File: config.mk
export PLATFORM = sky130hd
export DESIGN_NAME = fawp_top
export DESIGN_NICKNAME = d
export VERILOG_FILES = /design/src/design/fawp_pkg.sv /design/src/design/fawp_guard_if.sv /design/src/design/fawp_guard_mem.sv /design/src/design/fawp_top.sv
export SDC_FILE = /design/constraint.sdc
export NUM_CORES = 1
export LEC_CHECK = 0
export BUFFER_PORTS_ARGS = -buffer_cell sky130_fd_sc_hd__buf_2
export CAP_MARGIN = 30
export CORE_MARGIN = 5
export CORE_UTILIZATION = 40
export CTS_BUF_LIST = sky130_fd_sc_hd__clkbuf_8
export CTS_CLUSTER_SIZE = 16
export DETAILED_ROUTE_END_ITERATION = 12
export MAX_ROUTING_LAYER = met4
export PLACE_DENSITY_LB_ADDON = 0.12
export SLEW_MARGIN = 20
export SYNTH_ARGS = -nofsm -noshare
export SYNTH_HDL_FRONTEND = slang
export SYNTH_HIERARCHICAL = 1
export SYNTH_SLANG_ARGS = --single-unit
File: constraint.sdc
create_clock -name pclk -period 3.77 [get_ports pclk]
set_input_delay 0.754 -clock pclk [delete_from_list [all_inputs] [get_ports pclk]]
set_output_delay 0.754 -clock pclk [all_outputs]
set_load 0.02 [all_outputs]
File: src/design/fawp_pkg.sv
// Package: constants and types for the flash array write protection block
package fawp_pkg;
    // ------------------------------------------------------------
    // Array geometry (smallest density, 256 KB sectors)
    // ------------------------------------------------------------
    localparam int SECTOR_COUNT = 128;
    localparam int SECTOR_BITS = 7;
    localparam int ADDR_BITS = 25;
    localparam int ARRAY_KB = 32768;
    localparam int SIXTY_FOURTH_KB = 512;
    // ------------------------------------------------------------
    // APB register offsets (byte addresses)
    // ------------------------------------------------------------
    localparam logic [7:0] OFS_STATUS_ONE_V = 8'h00;
    localparam logic [7:0] OFS_STATUS_ONE_NV = 8'h04;
    localparam logic [7:0] OFS_CONFIG_ONE_V = 8'h08;
    localparam logic [7:0] OFS_CONFIG_ONE_NV = 8'h0c;
    localparam logic [7:0] OFS_COMMAND = 8'h10;
    localparam logic [7:0] OFS_GUARD_SELECT = 8'h14;
    localparam logic [7:0] OFS_GUARD_DATA = 8'h18;
    localparam logic [7:0] OFS_REQUEST = 8'h1c;
    localparam logic [7:0] OFS_RESULT = 8'h20;
    localparam logic [7:0] OFS_SCHEME = 8'h24;
    // ------------------------------------------------------------
    // Field positions
    // ------------------------------------------------------------
    localparam int WRITE_ENABLE_POS = 1;
    localparam int LEVEL_LSB = 2;
    localparam int LEVEL_MSB = 4;
    localparam int STATUS_WRITE_DISABLE_POS = 7;
    localparam int TEMP_LOCK_POS = 0;
    localparam int SMALL_TB_POS = 2;
    localparam int PERM_LOCK_POS = 4;
    localparam int TOP_BOTTOM_POS = 5;
    localparam int SMALL_SPLIT_POS = 6;
    localparam int REQ_ERASE_POS = 31;
    localparam int VOL_GUARD_POS = 0;
    localparam int PERS_GUARD_POS = 1;
    // ------------------------------------------------------------
    // Reset values and masks
    // ------------------------------------------------------------
    localparam logic [7:0] STATUS_RESET = 8'h00;
    localparam logic [7:0] CONFIG_RESET = 8'h00;
    localparam logic [7:0] CONFIG_LOCKED_MASK = 8'h75;
    localparam logic [7:0] STATUS_LOCKED_MASK = 8'h1c;
    // ------------------------------------------------------------
    // Commands written to the command register
    // ------------------------------------------------------------
    typedef enum logic [3:0] {
        CMD_NONE = 4'h0,
        CMD_WRITE_ENABLE = 4'h1,
        CMD_WRITE_DISABLE = 4'h2,
        CMD_VOL_GUARD_WRITE = 4'h3,
        CMD_PERS_GUARD_PROGRAM = 4'h4,
        CMD_PERS_GUARD_ERASE_ALL = 4'h5,
        CMD_GUARD_LOCK = 4'h6,
        CMD_CHIP_SELECT_RESET = 4'h7,
        CMD_NV_CONFIG_LOCK = 4'h8
    } fawp_cmd_type;
endpackage

File: src/design/fawp_guard_if.sv
// Interface: per-sector guard memory port
`timescale 1ns/1ps
interface fawp_guard_if;
    import fawp_pkg::*;
    logic [SECTOR_BITS-1:0] addr;
    logic write_en;
    logic clear_all_pers;
    logic set_all_vol;
    logic [1:0] wdata;
    logic [1:0] rdata;
    logic [SECTOR_BITS-1:0] check_addr;
    logic [1:0] check_bits;
    modport ctrl (output addr, write_en, clear_all_pers, set_all_vol,
        wdata, check_addr, input rdata, check_bits);
    modport mem (input addr, write_en, clear_all_pers, set_all_vol,
        wdata, check_addr, output rdata, check_bits);
endinterface

File: src/design/fawp_guard_mem.sv
// Memory of per-sector volatile and persistent guard bit pairs
`timescale 1ns/1ps
module fawp_guard_mem (
    input wire logic pclk,
    input wire logic presetn,
    fawp_guard_if.mem port
);
    import fawp_pkg::*;
    // Bit 0 volatile, bit 1 persistent; 1 means unprotected
    logic [SECTOR_COUNT-1:0] vol_guard;
    logic [SECTOR_COUNT-1:0] pers_guard;
    logic [SECTOR_COUNT-1:0] next_vol_guard;
    logic [SECTOR_COUNT-1:0] next_pers_guard;
    logic [1:0] rdata;
    logic [1:0] check_bits;
    logic [1:0] next_rdata;
    logic [1:0] next_check_bits;

    always_comb begin
        next_vol_guard = vol_guard;
        next_pers_guard = pers_guard;
        if (port.set_all_vol) begin
            next_vol_guard = '1;
        end
        if (port.clear_all_pers) begin
            next_pers_guard = '1;
        end
        if (port.write_en) begin
            next_vol_guard[port.addr] = port.wdata[VOL_GUARD_POS];
            next_pers_guard[port.addr] = port.wdata[PERS_GUARD_POS];
        end
        next_rdata = {pers_guard[port.addr], vol_guard[port.addr]};
        next_check_bits = {pers_guard[port.check_addr],
            vol_guard[port.check_addr]};
    end

    // Persistent bits power up unprotected here; a real part keeps them
    always_ff @(posedge pclk or negedge presetn) begin
        if (!presetn) begin
            vol_guard <= '1;
            pers_guard <= '1;
            rdata <= 2'h3;
            check_bits <= 2'h3;
        end else begin
            vol_guard <= next_vol_guard;
            pers_guard <= next_pers_guard;
            rdata <= next_rdata;
            check_bits <= next_check_bits;
        end
    end

    assign port.rdata = rdata;
    assign port.check_bits = check_bits;
endmodule // fawp_guard_mem

File: src/design/fawp_top.sv
// Top: flash array write protection with APB register access
//
// Contract
// - Protected region comes from level field and top/bottom select bit.
// - Select 0 protects from highest address, 1 from lowest address.
// - Levels protect none, 1/64 ... 1/2, whole array in order.
// - Both lock bits 0 leaves status and config registers writable.
// - Permanent lock blocks protection field changes regardless of temp lock.
// - Temporary lock blocks changes until power-down or any reset.
// - Locked configuration keeps selected array blocks protected.
// - Protect pin low with write-disable set blocks status/config writes.
// - Register read, register write and write-enable transactions are served.
// - Each sector has one volatile and one persistent guard bit.
// - Guard bit 0 protects its sector, 1 unprotects.
// - Volatile guards change freely; persistent guards limited by endurance.
// - Persistent guard configuration can be locked against changes.
// - Volatile guard matters only when persistent guard is 1.
// - Guard lock is 1 after reset; once cleared software cannot set it.
`timescale 1ns/1ps
module fawp_top (
    input wire logic pclk,
    input wire logic presetn,
    input wire logic psel,
    input wire logic penable,
    input wire logic pwrite,
    input wire logic [31:0] paddr,
    input wire logic [31:0] pwdata,
    output logic [31:0] prdata,
    output logic pready,
    output logic pslverr,
    input wire logic write_protect_input_n,
    output logic request_granted,
    output logic request_refused
);
    import fawp_pkg::*;

    fawp_guard_if guard_port ();

    fawp_guard_mem u_guard_mem (
        .pclk(pclk),
        .presetn(presetn),
        .port(guard_port)
    );

    // ------------------------------------------------------------
    // State
    // ------------------------------------------------------------
    logic [7:0] status_one_volatile;
    logic [7:0] status_one_nonvolatile;
    logic [7:0] config_one_volatile;
    logic [7:0] config_one_nonvolatile;
    logic [SECTOR_BITS-1:0] guard_select;
    logic persistent_guard_lock_bit;
    logic nv_config_locked;
    logic per_sector_scheme;
    logic req_pending;
    logic req_erase;
    logic [ADDR_BITS-1:0] req_addr;
    logic [7:0] next_status_v;
    logic [7:0] next_status_nv;
    logic [7:0] next_config_v;
    logic [7:0] next_config_nv;
    logic [SECTOR_BITS-1:0] next_guard_select;
    logic next_guard_lock;
    logic next_nv_locked;
    logic next_scheme;
    logic next_req_pending;
    logic next_req_erase;
    logic [ADDR_BITS-1:0] next_req_addr;
    logic [31:0] next_prdata;
    logic next_pready;
    logic next_pslverr;
    logic next_granted;
    logic next_refused;

    // ------------------------------------------------------------
    // Helpers
    // ------------------------------------------------------------
    // Size of the protected block in 64ths of the array
    function automatic logic [6:0] block_64ths(input logic [2:0] level);
        logic [6:0] size;
        size = 7'h00;
        if (level == 3'h7) begin
            size = 7'h40;
        end else if (level != 3'h0) begin
            size = 7'(7'h01 << (level - 3'h1));
        end
        return size;
    endfunction

    function automatic logic in_block(input logic [2:0] level,
        input logic bottom, input logic [ADDR_BITS-1:0] addr);
        logic [6:0] slice;
        logic [6:0] size;
        logic hit;
        slice = {1'b0, addr[ADDR_BITS-1:ADDR_BITS-6]};
        size = block_64ths(level);
        if (bottom) begin
            hit = slice < size;
        end else begin
            hit = (7'h40 - slice) <= size;
        end
        return hit;
    endfunction

    // ------------------------------------------------------------
    // Derived protection state
    // ------------------------------------------------------------
    logic write_enabled;
    logic config_locked;
    logic pin_locked;
    logic legacy_hit;
    logic sector_guarded;
    logic apb_access;
    logic apb_wr;
    logic [7:0] wr_byte;
    fawp_cmd_type cmd;

    assign write_enabled = status_one_volatile[WRITE_ENABLE_POS];
    // protection fields frozen by either lock bit
    assign config_locked = config_one_volatile[PERM_LOCK_POS]
        | config_one_volatile[TEMP_LOCK_POS];
    assign pin_locked = !write_protect_input_n
        && status_one_volatile[STATUS_WRITE_DISABLE_POS];
    assign legacy_hit = in_block(
        status_one_volatile[LEVEL_MSB:LEVEL_LSB],
        config_one_volatile[TOP_BOTTOM_POS], req_addr);
    // Persistent 0 protects outright, else volatile decides
    assign sector_guarded = per_sector_scheme
        && (!guard_port.check_bits[PERS_GUARD_POS]
        || !guard_port.check_bits[VOL_GUARD_POS]);
    assign apb_access = psel && penable && !pready;
    assign apb_wr = apb_access && pwrite;
    assign wr_byte = pwdata[7:0];
    assign cmd = fawp_cmd_type'(pwdata[3:0]);

    // Merge a write into a register, keeping locked bits
    function automatic logic [7:0] merge_locked(input logic [7:0] old,
        input logic [7:0] data, input logic [7:0] mask,
        input logic locked);
        return locked ? ((old & mask) | (data & ~mask)) : data;
    endfunction

    // ------------------------------------------------------------
    // Next-state logic
    // ------------------------------------------------------------
    always_comb begin
        next_status_v = status_one_volatile;
        next_status_nv = status_one_nonvolatile;
        next_config_v = config_one_volatile;
        next_config_nv = config_one_nonvolatile;
        next_guard_select = guard_select;
        next_guard_lock = persistent_guard_lock_bit;
        next_nv_locked = nv_config_locked;
        next_scheme = per_sector_scheme;
        next_req_pending = 1'b0;
        next_req_erase = req_erase;
        next_req_addr = req_addr;
        next_prdata = 32'h0000_0000;
        next_pready = 1'b0;
        next_pslverr = 1'b0;
        next_granted = 1'b0;
        next_refused = 1'b0;
        guard_port.addr = guard_select;
        guard_port.write_en = 1'b0;
        guard_port.clear_all_pers = 1'b0;
        guard_port.set_all_vol = 1'b0;
        guard_port.wdata = guard_port.rdata;

        // Request decision one cycle after capture so guard bits settle
        if (req_pending) begin
            if (legacy_hit || sector_guarded || !write_enabled) begin
                next_refused = 1'b1;
            end else begin
                next_granted = 1'b1;
            end
            next_status_v[WRITE_ENABLE_POS] = 1'b0;
        end

        if (apb_access) begin
            next_pready = 1'b1;
            case (paddr[7:0])
                OFS_STATUS_ONE_V: begin
                    next_prdata = {24'h000000, status_one_volatile};
                    if (apb_wr && write_enabled && !pin_locked) begin
                        next_status_v = merge_locked(status_one_volatile,
                            wr_byte, STATUS_LOCKED_MASK, config_locked);
                        next_status_v[WRITE_ENABLE_POS] = 1'b0;
                    end
                end
                OFS_STATUS_ONE_NV: begin
                    next_prdata = {24'h000000, status_one_nonvolatile};
                    if (apb_wr && write_enabled && !pin_locked) begin
                        next_status_nv = merge_locked(status_one_nonvolatile,
                            wr_byte, STATUS_LOCKED_MASK, config_locked);
                        next_status_v[WRITE_ENABLE_POS] = 1'b0;
                    end
                end
                OFS_CONFIG_ONE_V: begin
                    next_prdata = {24'h000000, config_one_volatile};
                    if (apb_wr && write_enabled && !pin_locked) begin
                        next_config_v = merge_locked(config_one_volatile,
                            wr_byte, CONFIG_LOCKED_MASK, config_locked);
                        // A write here only ever sets lock bits, never clears them
                        next_config_v[PERM_LOCK_POS] =
                            config_one_volatile[PERM_LOCK_POS]
                            | wr_byte[PERM_LOCK_POS];
                        next_config_v[TEMP_LOCK_POS] =
                            config_one_volatile[TEMP_LOCK_POS]
                            | wr_byte[TEMP_LOCK_POS];
                        next_status_v[WRITE_ENABLE_POS] = 1'b0;
                    end
                end
                OFS_CONFIG_ONE_NV: begin
                    next_prdata = {24'h000000, config_one_nonvolatile};
                    if (apb_wr && write_enabled && !pin_locked) begin
                        next_config_nv = merge_locked(config_one_nonvolatile,
                            wr_byte, CONFIG_LOCKED_MASK,
                            config_one_nonvolatile[PERM_LOCK_POS]
                            | config_locked);
                        next_status_v[WRITE_ENABLE_POS] = 1'b0;
                    end
                end
                OFS_COMMAND: begin
                    next_prdata = {30'h0, nv_config_locked,
                        persistent_guard_lock_bit};
                    if (apb_wr) begin
                        case (cmd)
                            CMD_WRITE_ENABLE:
                                next_status_v[WRITE_ENABLE_POS] = 1'b1;
                            CMD_WRITE_DISABLE:
                                next_status_v[WRITE_ENABLE_POS] = 1'b0;
                            CMD_VOL_GUARD_WRITE: begin
                                guard_port.write_en = 1'b1;
                                guard_port.wdata[VOL_GUARD_POS] = pwdata[8];
                            end
                            CMD_PERS_GUARD_PROGRAM: begin
                                if (persistent_guard_lock_bit
                                    && !nv_config_locked && write_enabled) begin
                                    guard_port.write_en = 1'b1;
                                    guard_port.wdata[PERS_GUARD_POS] =
                                        1'b0;
                                    next_status_v[WRITE_ENABLE_POS] = 1'b0;
                                end
                            end
                            CMD_PERS_GUARD_ERASE_ALL: begin
                                if (persistent_guard_lock_bit
                                    && !nv_config_locked && write_enabled) begin
                                    guard_port.clear_all_pers = 1'b1;
                                    next_status_v[WRITE_ENABLE_POS] = 1'b0;
                                end
                            end
                            CMD_GUARD_LOCK:
                                next_guard_lock = 1'b0;
                            CMD_NV_CONFIG_LOCK:
                                next_nv_locked = 1'b1;
                            CMD_CHIP_SELECT_RESET: begin
                                // Reloads volatile status and config from nonvolatile, clears the temporary lock and sets all volatile guards
                                next_config_v = config_one_nonvolatile;
                                next_config_v[TEMP_LOCK_POS] = 1'b0;
                                next_status_v = status_one_nonvolatile;
                                next_status_v[WRITE_ENABLE_POS] = 1'b0;
                                guard_port.set_all_vol = 1'b1;
                            end
                            default: ;
                        endcase
                    end
                end
                OFS_GUARD_SELECT: begin
                    next_prdata = {25'h0, guard_select};
                    if (apb_wr) begin
                        next_guard_select = pwdata[SECTOR_BITS-1:0];
                    end
                end
                OFS_GUARD_DATA: begin
                    next_prdata = {30'h0, guard_port.rdata};
                end
                OFS_REQUEST: begin
                    next_prdata = {req_erase, 6'h00, req_addr};
                    if (apb_wr) begin
                        next_req_addr = pwdata[ADDR_BITS-1:0];
                        next_req_erase = pwdata[REQ_ERASE_POS];
                        next_req_pending = 1'b1;
                    end
                end
                OFS_SCHEME: begin
                    next_prdata = {31'h0, per_sector_scheme};
                    if (apb_wr && !nv_config_locked) begin
                        next_scheme = pwdata[0];
                    end
                end
                default: begin
                    next_pslverr = 1'b1;
                end
            endcase
        end
        // Look up the sector being captured so its bits stand at decision
        guard_port.check_addr =
            next_req_addr[ADDR_BITS-1:ADDR_BITS-SECTOR_BITS];
    end

    // ------------------------------------------------------------
    // Registers
    // ------------------------------------------------------------
    always_ff @(posedge pclk or negedge presetn) begin
        if (!presetn) begin
            status_one_volatile <= STATUS_RESET;
            status_one_nonvolatile <= STATUS_RESET;
            config_one_volatile <= CONFIG_RESET;
            config_one_nonvolatile <= CONFIG_RESET;
            guard_select <= '0;
            persistent_guard_lock_bit <= 1'b1;
            nv_config_locked <= 1'b0;
            per_sector_scheme <= 1'b0;
            req_pending <= 1'b0;
            req_erase <= 1'b0;
            req_addr <= '0;
            prdata <= 32'h0000_0000;
            pready <= 1'b0;
            pslverr <= 1'b0;
            request_granted <= 1'b0;
            request_refused <= 1'b0;
        end else begin
            status_one_volatile <= next_status_v;
            status_one_nonvolatile <= next_status_nv;
            config_one_volatile <= next_config_v;
            config_one_nonvolatile <= next_config_nv;
            guard_select <= next_guard_select;
            persistent_guard_lock_bit <= next_guard_lock;
            nv_config_locked <= next_nv_locked;
            per_sector_scheme <= next_scheme;
            req_pending <= next_req_pending;
            req_erase <= next_req_erase;
            req_addr <= next_req_addr;
            prdata <= next_prdata;
            pready <= next_pready;
            pslverr <= next_pslverr;
            request_granted <= next_granted;
            request_refused <= next_refused;
        end
    end
endmodule // fawp_top

## Word level (Yosys, flattened, before mapping)

Index checks and enable logic that the tools add are counted.

| word-level totals | value |
|---|---|
| bits in registers | 365 |
| bits in latches | 0 |
| bits in writable memories | 0 |
| memory bits (read-only) | 0 |
| bits of input ports | 70 |
| output and inout port bits | 36 |
| word-level logic and storage cells | 170 |
| memories | 0 |

| operators by class | value |
|---|---|
| add/sub/neg operators | 2 |
| multipliers | 0 |
| divide/modulo/power cells | 0 |
| order comparisons | 5 |
| eq/ne operators | 21 |
| shift-type cells | 1 |
| mux-type cells | 73 |
| bitwise operators | 8 |
| reductions and logical operators | 38 |

Operators with widths:

| operator | count |
|---|---|
| $mux W128 | 4 |
| $pmux W32 S9 | 1 |
| $bwmux W128 | 2 |
| $mux W25 | 3 |
| $mux W8 | 9 |
| $mux W1 | 35 |
| $eq A8 B5 Y1 const B | 4 |
| $mux W32 | 1 |
| $bmux W1 S7 | 4 |
| $eq A4 B3 Y1 const B | 4 |
| $eq A8 B4 Y1 const B | 2 |
| $lt A7 B8 Y1 const B | 2 |
| $or A5 B8 Y8 | 2 |
| $or A7 B8 Y8 | 2 |
| $pmux W8 S2 | 1 |
| $reduce_and A3 Y1 | 5 |
| $mux W7 | 2 |
| $pmux W6 S2 | 1 |
| $logic_and A1 B1 Y1 | 11 |
| $reduce_and A5 Y1 | 2 |
| $reduce_or A9 Y1 | 1 |
| $eq A4 B2 Y1 const B | 2 |
| $eq A8 B3 Y1 const B | 1 |
| $eq A8 B6 Y1 const B | 1 |
| other kinds (25) | 46 |

## Logic depth before layout (Yosys ltp)

Gate-level depths: netlist of the first run.

| logic depth | value |
|---|---|
| word-level depth | 11 |
| depth in mapped cells | 15 |
| gate-level depth less buffers | 10 |

## Modules after synthesis

The synthesis of the first run kept the hierarchy.

By module, submodules not included:

| module | instances | cells each | area each (µm²) | sequential area each (µm²) |
|---|---|---|---|---|
| fawp_guard_mem | 1 | 1581 | 15294.7 | 6831.6 |
| fawp_top | 1 | 435 | 5180.0 | 2478.6 |

## Least setup slack after synthesis of the first run

Ideal clock, no wire load.

| path | value |
|---|---|
| kind | input to register |
| start point | in paddr[7] |
| end point | reg u_guard_mem.check_bits[0], in the netlist u_guard_mem/port.check_bits[0] |
| setup time | 94 ps |
| arrival | 4333 ps |
| required time | 3676 ps |
| setup slack | -657 ps |
| stages | 14 |
| path buffers | 5 |
| cells stage by stage | or4_4 -> buf_6 -> or3_4 -> nor2_8 -> buf_12 -> mux2_4 -> buf_6 -> buf_8 -> buf_2 -> mux4_2 -> mux2_2 -> o22ai_1 -> nor3_1 -> or4_1 |

| between the ends | value |
|---|---|
| cells in the longest elaborated chain, start to end | 5 |

RTL lines:

| element | line | text |
|---|---|---|
| from (decl) | fawp_top.sv:26 | `input wire logic [31:0] paddr,` |
| $eq A8 B5 Y1 | fawp_top.sv:182 | `case (paddr[7:0])` |
| $mux W25 | fawp_top.sv:182 |  |
| $mux W25 | fawp_top.sv:180 | `if (apb_access) begin` |
| via next_req_addr[18] | fawp_top.sv:69 | `logic [ADDR_BITS-1:0] next_req_addr;` |
| $bmux W1 S7 | fawp_guard_mem.sv:34 | `vol_guard[port.check_addr]};` |
| $mux W1 (implied by the code) | fawp_guard_mem.sv:34 |  |
| via u_guard_mem.next_check_bits[0] | fawp_guard_mem.sv:17 | `logic [1:0] next_check_bits;` |
| to (signal assigned) | fawp_guard_mem.sv:48 | `check_bits <= next_check_bits;` |
| to (decl) | fawp_guard_mem.sv:15 | `logic [1:0] check_bits;` |

The timed path passes the listed nets, and every way through them passes these cells. The select of a mux whose other input is x is not followed.
A chain may end at the register's enable or synchronous reset.

## Final worst setup path of the first run

| path | value |
|---|---|
| start point | in paddr[7] |
| end point | reg u_guard_mem.check_bits[1], in the netlist u_guard_mem/port.check_bits[1] |

| between the ends | value |
|---|---|
| cells in the longest elaborated chain, start to end | 5 |

RTL lines:

| element | line | text |
|---|---|---|
| $eq A8 B5 Y1 | fawp_top.sv:182 |  |
| $mux W25 | fawp_top.sv:182 |  |
| $mux W25 | fawp_top.sv:180 |  |
| via next_req_addr[20] | fawp_top.sv:69 |  |
| $bmux W1 S7 | fawp_guard_mem.sv:33 | `next_check_bits = {pers_guard[port.check_addr],` |
| $mux W1 (implied by the code) | fawp_guard_mem.sv:33 |  |
| via u_guard_mem.next_check_bits[1] | fawp_guard_mem.sv:17 |  |

The timed path passes the listed nets, and every way through them passes these cells. The select of a mux whose other input is x is not followed.

==> flow_summary.ini, run 1 <==
[logic_synthesis]
synthCells = 2016
yosysSeqAreaShare_pct = 45.5
yosys-top-cells-area = dfstp_2 33%, mux4_2 13%, dfrtp_1 12%, nor2_1 8.3%, o21ai_0 4.7%
netlist_area_sq_mm = 0.0205
yosysTopAreaCellShare_pct = 33.5
async_flop_share_pct = 100
synth_edf_count = 0
synth_area_per_cell_sq_um = 10.2
synth_top_area_cell = dfstp_2
ys_ff_latch = 359
yosys.cell_types.count = 75
synth_ff_type = dfstp_2
yosysWarningCount = 6

[drt]
highest_layer = met4
met2_wirelength_mm = 30.9
drc = 0
drt_iter0_drc = 1543
viasPerCell = 5.70
firstDrtPassIters = 5
wirelength_mm = 64.7
antenna_left = 0
met3_length_mm = 3.60
wl_per_cell_um = 22.8
vias = 16200
wl_met1_mm = 28.4

[clock_tree]
cts-buffers-inserted = 69
cts_resized = 0
clkTransAtPathRegs_ns = 0.06
cts_tree = done
cts_setup_buffers = 0
clockBufferDepth = 3
cts_sinks = 359
insertion_delay_ns = 0.65
root_buffer = clkbuf_8
cts-hold-fix-buffers = 0
cts-htree-levels = 3

[floorplan]
die_h_um = 236
rows = 83
io_pins = 106
start_util_pct = 40.2
core_area_sq_mm = 0.0510
die_area_sq_mm = 0.0558
die_w_um = 236

[placement]
place_ws_ns = -0.574
routabilityCongestion = 0.885
hpwl_mm = 43.5
portBuffers = 69
dp.cells = 2723
postPlaceCellArea_sq_mm = 0.0220

[sta]
finalCritPeriodShare_pct = 97.9
setup_viol = 0
finalMaxSlewViolations = 0
tightest_slew_ns = 0.861
hold_violations = 0
fin_crit_ns = 3.69
slew_headroom_pct = 42.6
rsz0062_at_grt = no
setup_ws_ns = 0.0773
skew_ns = 0.0340
timing.fmax_mhz = 271

[global_route]
antenna_found_initial = 2
grt_pass1_vias = 16400
grt_start_max_net_pins = 129
grt_util_all_layers_pct = 23.7
grt.overflow.total = 0
grt_pass1_wl_mm = 102

[setup_path]
critPathCaptureType = flop
crit_type = primary input to flop
timing.rr.end = u_guard_mem/port.check_bits[1]
reg2reg_depth = 11
cp_data_required_time_ns = 4.33
cp-start-kind = primary input
ff2ff_setup_slack_ns = 0.21
timing.rr.start = pready
crit_arrival_ns = 4.25
cp_max_fo = 29

[pwr]
vdd_ir_drop_max_uv = 200
total_leakage_power_nw = 9.05
internal-power_w = 0.00612
power.density_mw_per_mm2 = 348
p_seq_share_pct = 48.2
combPwrFrac_pct = 4.4
p_sw_w = 0.00201
clkPwrFrac_pct = 47.4
swShare_pct = 24.7

[finish]
fin_cells = 2845
n_fill_cell = 4813
fin_nets = 2197
final_layout_size_suffix_gt1_share_pct = 34.4
syn_to_final_growth_pct = 14.1
stdcell_area_sq_mm = 0.0234

[hold_path]
hold_path.class = primary input to async pin

[run_status]
status = finished clean

[job]
maxCapViolations = 0
sequential cells by signal, summed over array words and instances, names as in the netlist, 8 cells and up:
signal                  count
u_guard_mem/pers_guard    128
config_one_volatile         8
config_one_nonvolatile      8
status_one_nonvolatile      8
prdata                     26
status_one_volatile         8
u_guard_mem/vol_guard     128
req_addr                   25
cells in the final DEF (no fill, tap or decap), drive strengths merged, types with 4 or more instances in the layout:
cell     synthesis  final
nor2           453    453
dfstp          261    261
nand2          256    256
o21ai          198    198
buf             48    168
mux4           141    141
a21oi          100    100
dfrtp           98     98
clkbuf          98     82
mux2            73     73
inv             15     40
nand3           30     30
a22oi           29     29
nor3            25     25
nor2b           23     23
mux2i           20     20
and2            19     19
ha              13     13
nand2b          10     10
clkinv           0      8
o22ai            7      7
nor4             7      7
nand4            6      6
a22o             6      6
o2111ai          6      6
conb             1      6
a211oi           6      6
o2bb2ai          5      5
a31oi            4      4
and3             4      4
layout make-up:
cell class	instances	area [sq um]	share of cell area, %
Multi-Input combinational cell	1501	10400	44.5
Sequential cell	359	9320	39.9
Timing Repair Buffer	168	1400	5.99
Clock buffer	82	1130	4.83
Tap cell	680	851	3.64
Clock inverter	38	221	0.948
Inverter	15	56.3	0.241
Antenna cell	2	5.00	0.0214
critical path, cell delays in order:
cell and delay (ns):
buf_2 0.11, or4_4 0.53, or3_4 0.38, nor2_8 0.18, buf_4 0.15, mux2_4 0.40, buf_12 0.21, mux4_2 0.30
mux4_2 0.47, o21ai_1 0.15, nor4_1 0.08, or4_1 0.51
stage by stage:
stage               power (W)  utilization [%]  setup TNS [ns]  hold slack (ns)
floorplan             0.00414                -           -1.23            0.430
global placement      0.00433             43.2           -1.05            0.440
detailed placement    0.00433             43.2           -1.14            0.447
CTS                   0.00826             45.8               0            0.181
global route          0.00847             45.8               0            0.219
finish                0.00812             45.8               0            0.191
metal layers:
layer,GRT usage [%],vias to the layer above
met5,-,-
met4,7.40,0
met3,3.91,125
met2,36.8,534
met1,32.3,8227
li1,-,7334
power groups by stage:
| stage | logic (W) | clock network (W) | registers, W |
|---|---|---|---|
| 2_1_floorplan | 0.000180 | 0 | 0.00396 |
| 3_5_place_dp | 0.000361 | 0 | 0.00397 |
| 5_1_grt | 0.000392 | 0.00416 | 0.00392 |
| 6_report | 0.000357 | 0.00385 | 0.00392 |
| 3_3_place_gp | 0.000357 | 0 | 0.00397 |
| 4_1_cts | 0.000361 | 0.00398 | 0.00392 |
cells in the mapped netlist, drive strengths merged (4+ instances only):
library cell  instances
o2bb2ai               5
nand3                30
nor2                453
o2111ai               6
mux2i                20
buf                  48
nor3                 25
o22ai                 7
o21ai               198
dfstp               261
ha                   13
nand2b               10
mux2                 73
inv                  15
a22oi                29
a211oi                6
a22o                  6
and3                  4
a21oi               100
and2                 19
nor4                  7
nand2               256
nand4                 6
mux4                141
dfrtp                98
a31oi                 4
nor2b                23
clkbuf               98
logic make-up (layout without fill, tap and decap cells):
logic type | count (synthesis) | count (layout) | synth area share, %
AOI/OAI and AO/OA | 388 | 388 | 10.8
xor gates and xnor gates | 4 | 4 | 0.171
and+or+nand+nor | 856 | 856 | 17.7
other | 1 | 8 | 0.0183
buffers and inverters | 161 | 303 | 3.86
muxes | 234 | 234 | 21.2
DFF | 359 | 359 | 45.5
adders and majority gates | 13 | 13 | 0.794
how the worst max path moves through the flow:
stage                     cells after the start     start                             end
after global routing                         12  paddr[7]  u_guard_mem/port.check_bits[0]
after CTS                                    12  paddr[7]  u_guard_mem/port.check_bits[0]
final                                        12  paddr[7]  u_guard_mem/port.check_bits[1]
after floorplan                              13  paddr[7]  u_guard_mem/port.check_bits[0]
after detailed placement                     12  paddr[7]  u_guard_mem/port.check_bits[0]
after global placement                       12  paddr[7]  u_guard_mem/port.check_bits[1]
(Power assumes the default switching activity.)
==> run 2, diff against run 1 <==
Settings changed: CORE_ASPECT_RATIO set to 1.4.
==> run 2 against run 1 <==
Compared with the run above:
- critical path depth down 1
- sequential share of layout area grew 0.17 points
- fmax fell by 0.61%
- global-route usage grew 0.44 points
- clock skew shrank 0.013 ns
- total power is 4.2% lower
- hold slack got worse by 0.11 ns
- sequential power is essentially flat
- final area fell by 0.43%
- critical endpoint is now u_guard_mem/port.check_bits[0]
==> flow_summary.ini, run 2 (same netlist as run 1, synthesis figures left out) <==
[floorplan]
die_w_um = 201
die_area_sq_mm = 0.0559
core_area_sq_mm = 0.0509
die_h_um = 278
io_pins = 106
rows = 98
start_util_pct = 40.2

[pwr]
p_sw_w = 0.00193
clkPwrFrac_pct = 45.0
vdd_ir_drop_max_uv = 224
swShare_pct = 24.9
power.density_mw_per_mm2 = 334
p_seq_share_pct = 50.3
combPwrFrac_pct = 4.7
internal-power_w = 0.00585
total_leakage_power_nw = 9.00

[finish]
utilization_pct = 45.7
mostFrequentLayoutCell = nor2_1
regArea_sq_mm = 0.00932
reg_top3 = u_guard_mem/pers_guard x128, u_guard_mem/vol_guard x128, prdata x26
syn_to_final_growth_pct = 13.6
final_layout_size_suffix_gt1_share_pct = 34.8
n_fill_cell = 4811
fin_nets = 2197
multiInputGateArea_sq_mm = 0.0104
layout_common_cells = 451 x nor2_1, 261 x dfstp_2, 256 x nand2_1, 194 x o21ai_0, 126 x mux4_2

[setup_path]
cp-start-kind = primary input
crit_start = paddr[7]
crit_arrival_ns = 4.29
timing.rr.start = pready
reg2reg_depth = 10
critPathCaptureType = flop
cp_max_fo = 17
cp_data_required_time_ns = 4.34
crit_type = primary input to flop

[drt]
wl_per_cell_um = 23.7
firstDrtPassIters = 6
met3_length_mm = 2.84
met2_wirelength_mm = 34.6
antenna_left = 0
viasPerCell = 5.74
vias = 16100
highest_layer = met4
wl_met1_mm = 26.3
drc = 0
wirelength_mm = 66.7
drt_iter0_drc = 1153

[clock_tree]
clkTransAtPathRegs_ns = 0.06
cts-buffers-inserted = 58
root_buffer = clkbuf_8
cts_sinks = 359
cts-hold-fix-buffers = 0
insertion_delay_ns = 0.67
cts_tree = done
clockBufferDepth = 3
cts_setup_buffers = 0
cts-htree-levels = 2

[run_status]
status = finished clean

[global_route]
grt_start_max_net_pins = 129
grt_pass1_vias = 16500
grt_util_all_layers_pct = 24.2
antenna_found_initial = 1
grt_pass1_wl_mm = 103
grt.overflow.total = 0

[sta]
skew_ns = 0.0213
fin_crit_ns = 3.72
finalMaxSlewViolations = 0
rsz0062_at_grt = no
setup_viol = 0
hold_violations = 0
timing.fmax_mhz = 269
tightest_slew_ns = 0.902
setup_tns_ns = 0
finalCritPeriodShare_pct = 98.5
slew_headroom_pct = 39.8

[placement]
routabilityCongestion = 0.891
hpwl_mm = 46.0
portBuffers = 69

[job]
maxCapViolations = 0

[hold_path]
hold_path.class = primary input to async pin
run 2: changes by cell type in the layout (fill, tap and decap cells not counted), sizes merged:
| cell | previous run | this run |
|---|---|---|
| buf | 168 | 179 |
| clkinv | 8 | 12 |
| inv | 40 | 33 |
| diode | 2 | 1 |
| bufinv | 2 | 1 |
| clkbuf | 82 | 74 |
run 2: final cells by class:
type | count | area share, %
Antenna cell | 1 | 0.0108
Clock inverter | 34 | 0.796
Sequential cell | 359 | 40.0
Timing Repair Buffer | 179 | 6.32
Clock buffer | 74 | 4.38
Tap cell | 650 | 3.50
Multi-Input combinational cell | 1501 | 44.7
Inverter | 15 | 0.242
run 2: critical path, cell delays in order:
cell and delay, ns:
buf_2 0.10, or4_4 0.57, or3_4 0.39, nor2_8 0.15
mux2_4 0.37, buf_12 0.18, mux4_2 0.41, mux4_2 0.48
o21ai_1 0.22, nor4_1 0.12, or4_1 0.52
run 2: path summary, 6_finish.rpt:
kind | endpoint | slack (ns)
worst max-delay path | u_guard_mem/port.check_bits[0] | 0.05
worst min-delay path | pslverr | 0.08
worst max register to register | u_guard_mem/port.check_bits[0] | 0.21
worst min register to register | persistent_guard_lock_bit | 0.45
max in group asynchronous | u_guard_mem/pers_guard[52] | 2.73
min in group pclk | req_addr[9] | 0.31
run 2: metrics by stage:
step	total power (W)	worst slack, ns	hold WS [ns]	area [sq um]	cells
2_1_floorplan	0.00414	-0.613	0.430	20500	2021
3_5_place_dp	0.00434	-0.714	0.447	22000	2703
3_3_place_gp	0.00433	-0.677	0.441	22000	2703
5_1_grt	0.00809	0.00397	0.101	23300	2813
6_report	0.00778	0.0547	0.0784	23300	2813
4_1_cts	0.00790	0.0544	0.0888	23200	2811
run 2: layer usage:
metal  GRT usage [%]  up-vias
met5               -        -
met4            9.29        0
met3            3.22      168
met2            42.2      510
met1            28.5     8125
li1                -     7337
run 2: power groups by stage:
stage | Sequential [W] | Clock [W] | Combinational, W
floorplan | 0.00396 | 0 | 0.000180
global placement | 0.00397 | 0 | 0.000360
detailed placement | 0.00398 | 0 | 0.000362
CTS | 0.00392 | 0.00362 | 0.000364
global route | 0.00391 | 0.00378 | 0.000399
finish | 0.00392 | 0.00350 | 0.000363
run 2: what timing repair did:
action                     in CTS  in global routing
pin swaps                       0                  1
setup endpoints to repair       1                  2
cloned                          0                  0
resized for setup               1                  3
==> run 3, diff against run 2 <==
Settings changed: CORE_UTILIZATION 40 to 50.
==> run 3 against run 2 <==
Compared with the run above:
- first-iteration DRC count is 28% higher
- routed wire length is 3.7% lower
- via count is 3.5% higher
- hold slack better by 0.084 ns
- clock-buffer cell count stayed put
- sequential cell count stayed put
==> flow_summary.ini, run 3 (same netlist as run 1, synthesis figures left out) <==
[floorplan]
io_pins = 106
core_area_sq_mm = 0.0404
die_h_um = 249
rows = 87
die_area_sq_mm = 0.0452
start_util_pct = 50.7
die_w_um = 181

[sta]
hold_violations = 0
slew_headroom_pct = 36.8
setup_viol = 0
setup_ws_ns = 0.0201
timing.fmax_mhz = 267
fin_crit_ns = 3.75
tightest_slew_ns = 0.944
finalMaxSlewViolations = 0
finalCritPeriodShare_pct = 99.5
skew_ns = 0.0272

[drt]
viasPerCell = 6.17
wl_per_cell_um = 23.7
drc = 0
drt_iter0_drc = 1473
firstDrtPassIters = 5
vias = 16700
antenna_left = 0
wirelength_mm = 64.2

[placement]
portBuffers = 69
routabilityCongestion = 0.960
postPlaceCellArea_sq_mm = 0.0220
dp.cells = 2598
place_ws_ns = -0.612
hpwl_mm = 43.9

[finish]
mostFrequentLayoutCell = nor2_1
utilization_pct = 57.7
fin_cells = 2709
syn_to_final_growth_pct = 13.8
layout_common_cells = 452 x nor2_1, 261 x dfstp_2, 256 x nand2_1, 194 x o21ai_0, 130 x mux4_2
fin_nets = 2217
reg_top3 = u_guard_mem/pers_guard x128, u_guard_mem/vol_guard x128, prdata x26
final_layout_size_suffix_gt1_share_pct = 35.7
stdcell_area_sq_mm = 0.0233

[setup_path]
worst-path-buf-inv = 4
critPathCaptureType = flop
slowest_stage = or4_4
cp_max_fo = 15
ff2ff_setup_slack_ns = 0.20
cpMostUsedCell = buf_16
crit_chain = buf_2 -> or4_4 -> or3_4 -> nor2_8 -> mux2_4 -> buf_16 -> buf_16 -> buf_4 -> mux4_4 -> mux2i_1 -> a211oi_1 -> or4_1
crit_type = primary input to flop
cp_data_required_time_ns = 4.31
slowest_delay_ns = 0.53
cp-start-kind = primary input
cp_top_family = simple AND/OR/NAND/NOR gates
crit_arrival_ns = 4.29

[clock_tree]
root_buffer = clkbuf_8
cts-hold-fix-buffers = 0
cts_sinks = 359
insertion_delay_ns = 0.64
cts-buffers-inserted = 59
clkTransAtPathRegs_ns = 0.06
cts_tree = done
cts-htree-levels = 2
clockBufferDepth = 3

[global_route]
grt_pass1_wl_mm = 98.4
grt_pass1_vias = 16500
grt.overflow.total = 0
antenna_found_initial = 1
grt_util_all_layers_pct = 28.5
grt_start_max_net_pins = 108

[pwr]
vdd_ir_drop_max_uv = 287
total_power_w = 0.00777
total_leakage_power_nw = 9.07
power.density_mw_per_mm2 = 333

[run_status]
status = finished clean

[job]
maxCapViolations = 0

[hold_path]
hold_path.class = primary input to async pin
[run 3: cell types whose count changed in the layout (fill, tap and decap cells not counted), moves of 3 or more]
cell / before / now
o21ai_2: 0 / 4
buf_4: 86 / 103
mux4_1: 11 / 7
clkinv_2: 12 / 8
o21ai_1: 3 / 0
mux4_2: 126 / 130
[run 3: final timing paths]
| kind | start | to | cells after the start |
|---|---|---|---|
| setup / recovery | paddr[7] | u_guard_mem/port.check_bits[1] | 12 |
| setup reg to reg | pready | u_guard_mem/port.check_bits[1] | 11 |
| hold reg to reg | persistent_guard_lock_bit | persistent_guard_lock_bit | 2 |
| hold / removal | presetn | req_addr[7] | 1 |
| min in group pclk | pwdata[10] | req_addr[10] | 2 |
| max in group asynchronous | presetn | u_guard_mem/vol_guard[103] | 2 |
[run 3: cell type report]
| type | instances | area, sq um |
|---|---|---|
| diodes | 1 | 2.50 |
| clock buffers | 74 | 1020 |
| clock inverters | 27 | 168 |
| fillers | 3479 | 17100 |
| inverters | 15 | 56.3 |
| multi-input cells | 1502 | 10400 |
| flip-flops and latches | 359 | 9320 |
| well taps | 534 | 668 |
| repair buffers | 197 | 1650 |
[run 3: layer usage]
| layer | wire, um | global-route usage (%) | up-vias |
|---|---|---|---|
| met3 | 4170 | 3.85 | 207 |
| li1 | - | - | 7378 |
| met5 | 0 | - | - |
| met4 | 3330 | 12.8 | 0 |
| met1 | 24500 | 34.8 | 8318 |
| met2 | 32300 | 47.3 | 809 |
[run 3: per-stage QoR]
| stage | setup TNS [ns] | hold slack, ns |
|---|---|---|
| floorplan | -1.23 | 0.430 |
| global placement | -1.15 | 0.440 |
| detailed placement | -1.22 | 0.458 |
| CTS | 0 | 0.214 |
| global route | -0.0100 | 0.229 |
| finish | 0 | 0.162 |
[run 3: repair_timing]
item,4_1_cts,5_1_grt
setup buffers,0,6
setup endpoints to repair,0,2
resized for setup,0,15
[run 3: worst register-to-register path, stage by stage, from the launching register on]
cell and delay, ns:
dfrtp_1 0.39, nand4b_1 0.20, or3_4 0.44, nor2_8 0.14
mux2_4 0.40, buf_16 0.19, buf_16 0.19, buf_4 0.14
mux4_4 0.53, mux2i_1 0.32, a211oi_1 0.13, or4_1 0.41
[run 3: where the power goes]
group / internal, W / total, W / leakage (nW) / switching [W]
clock: 0.00188 / 0.00349 / 0.677 / 0.00160
combinational: 0.000127 / 0.000367 / 4.38 / 0.000239
sequential: 0.00389 / 0.00392 / 4.02 / 0.0000256
total: 0.00590 / 0.00777 / 9.07 / 0.00187
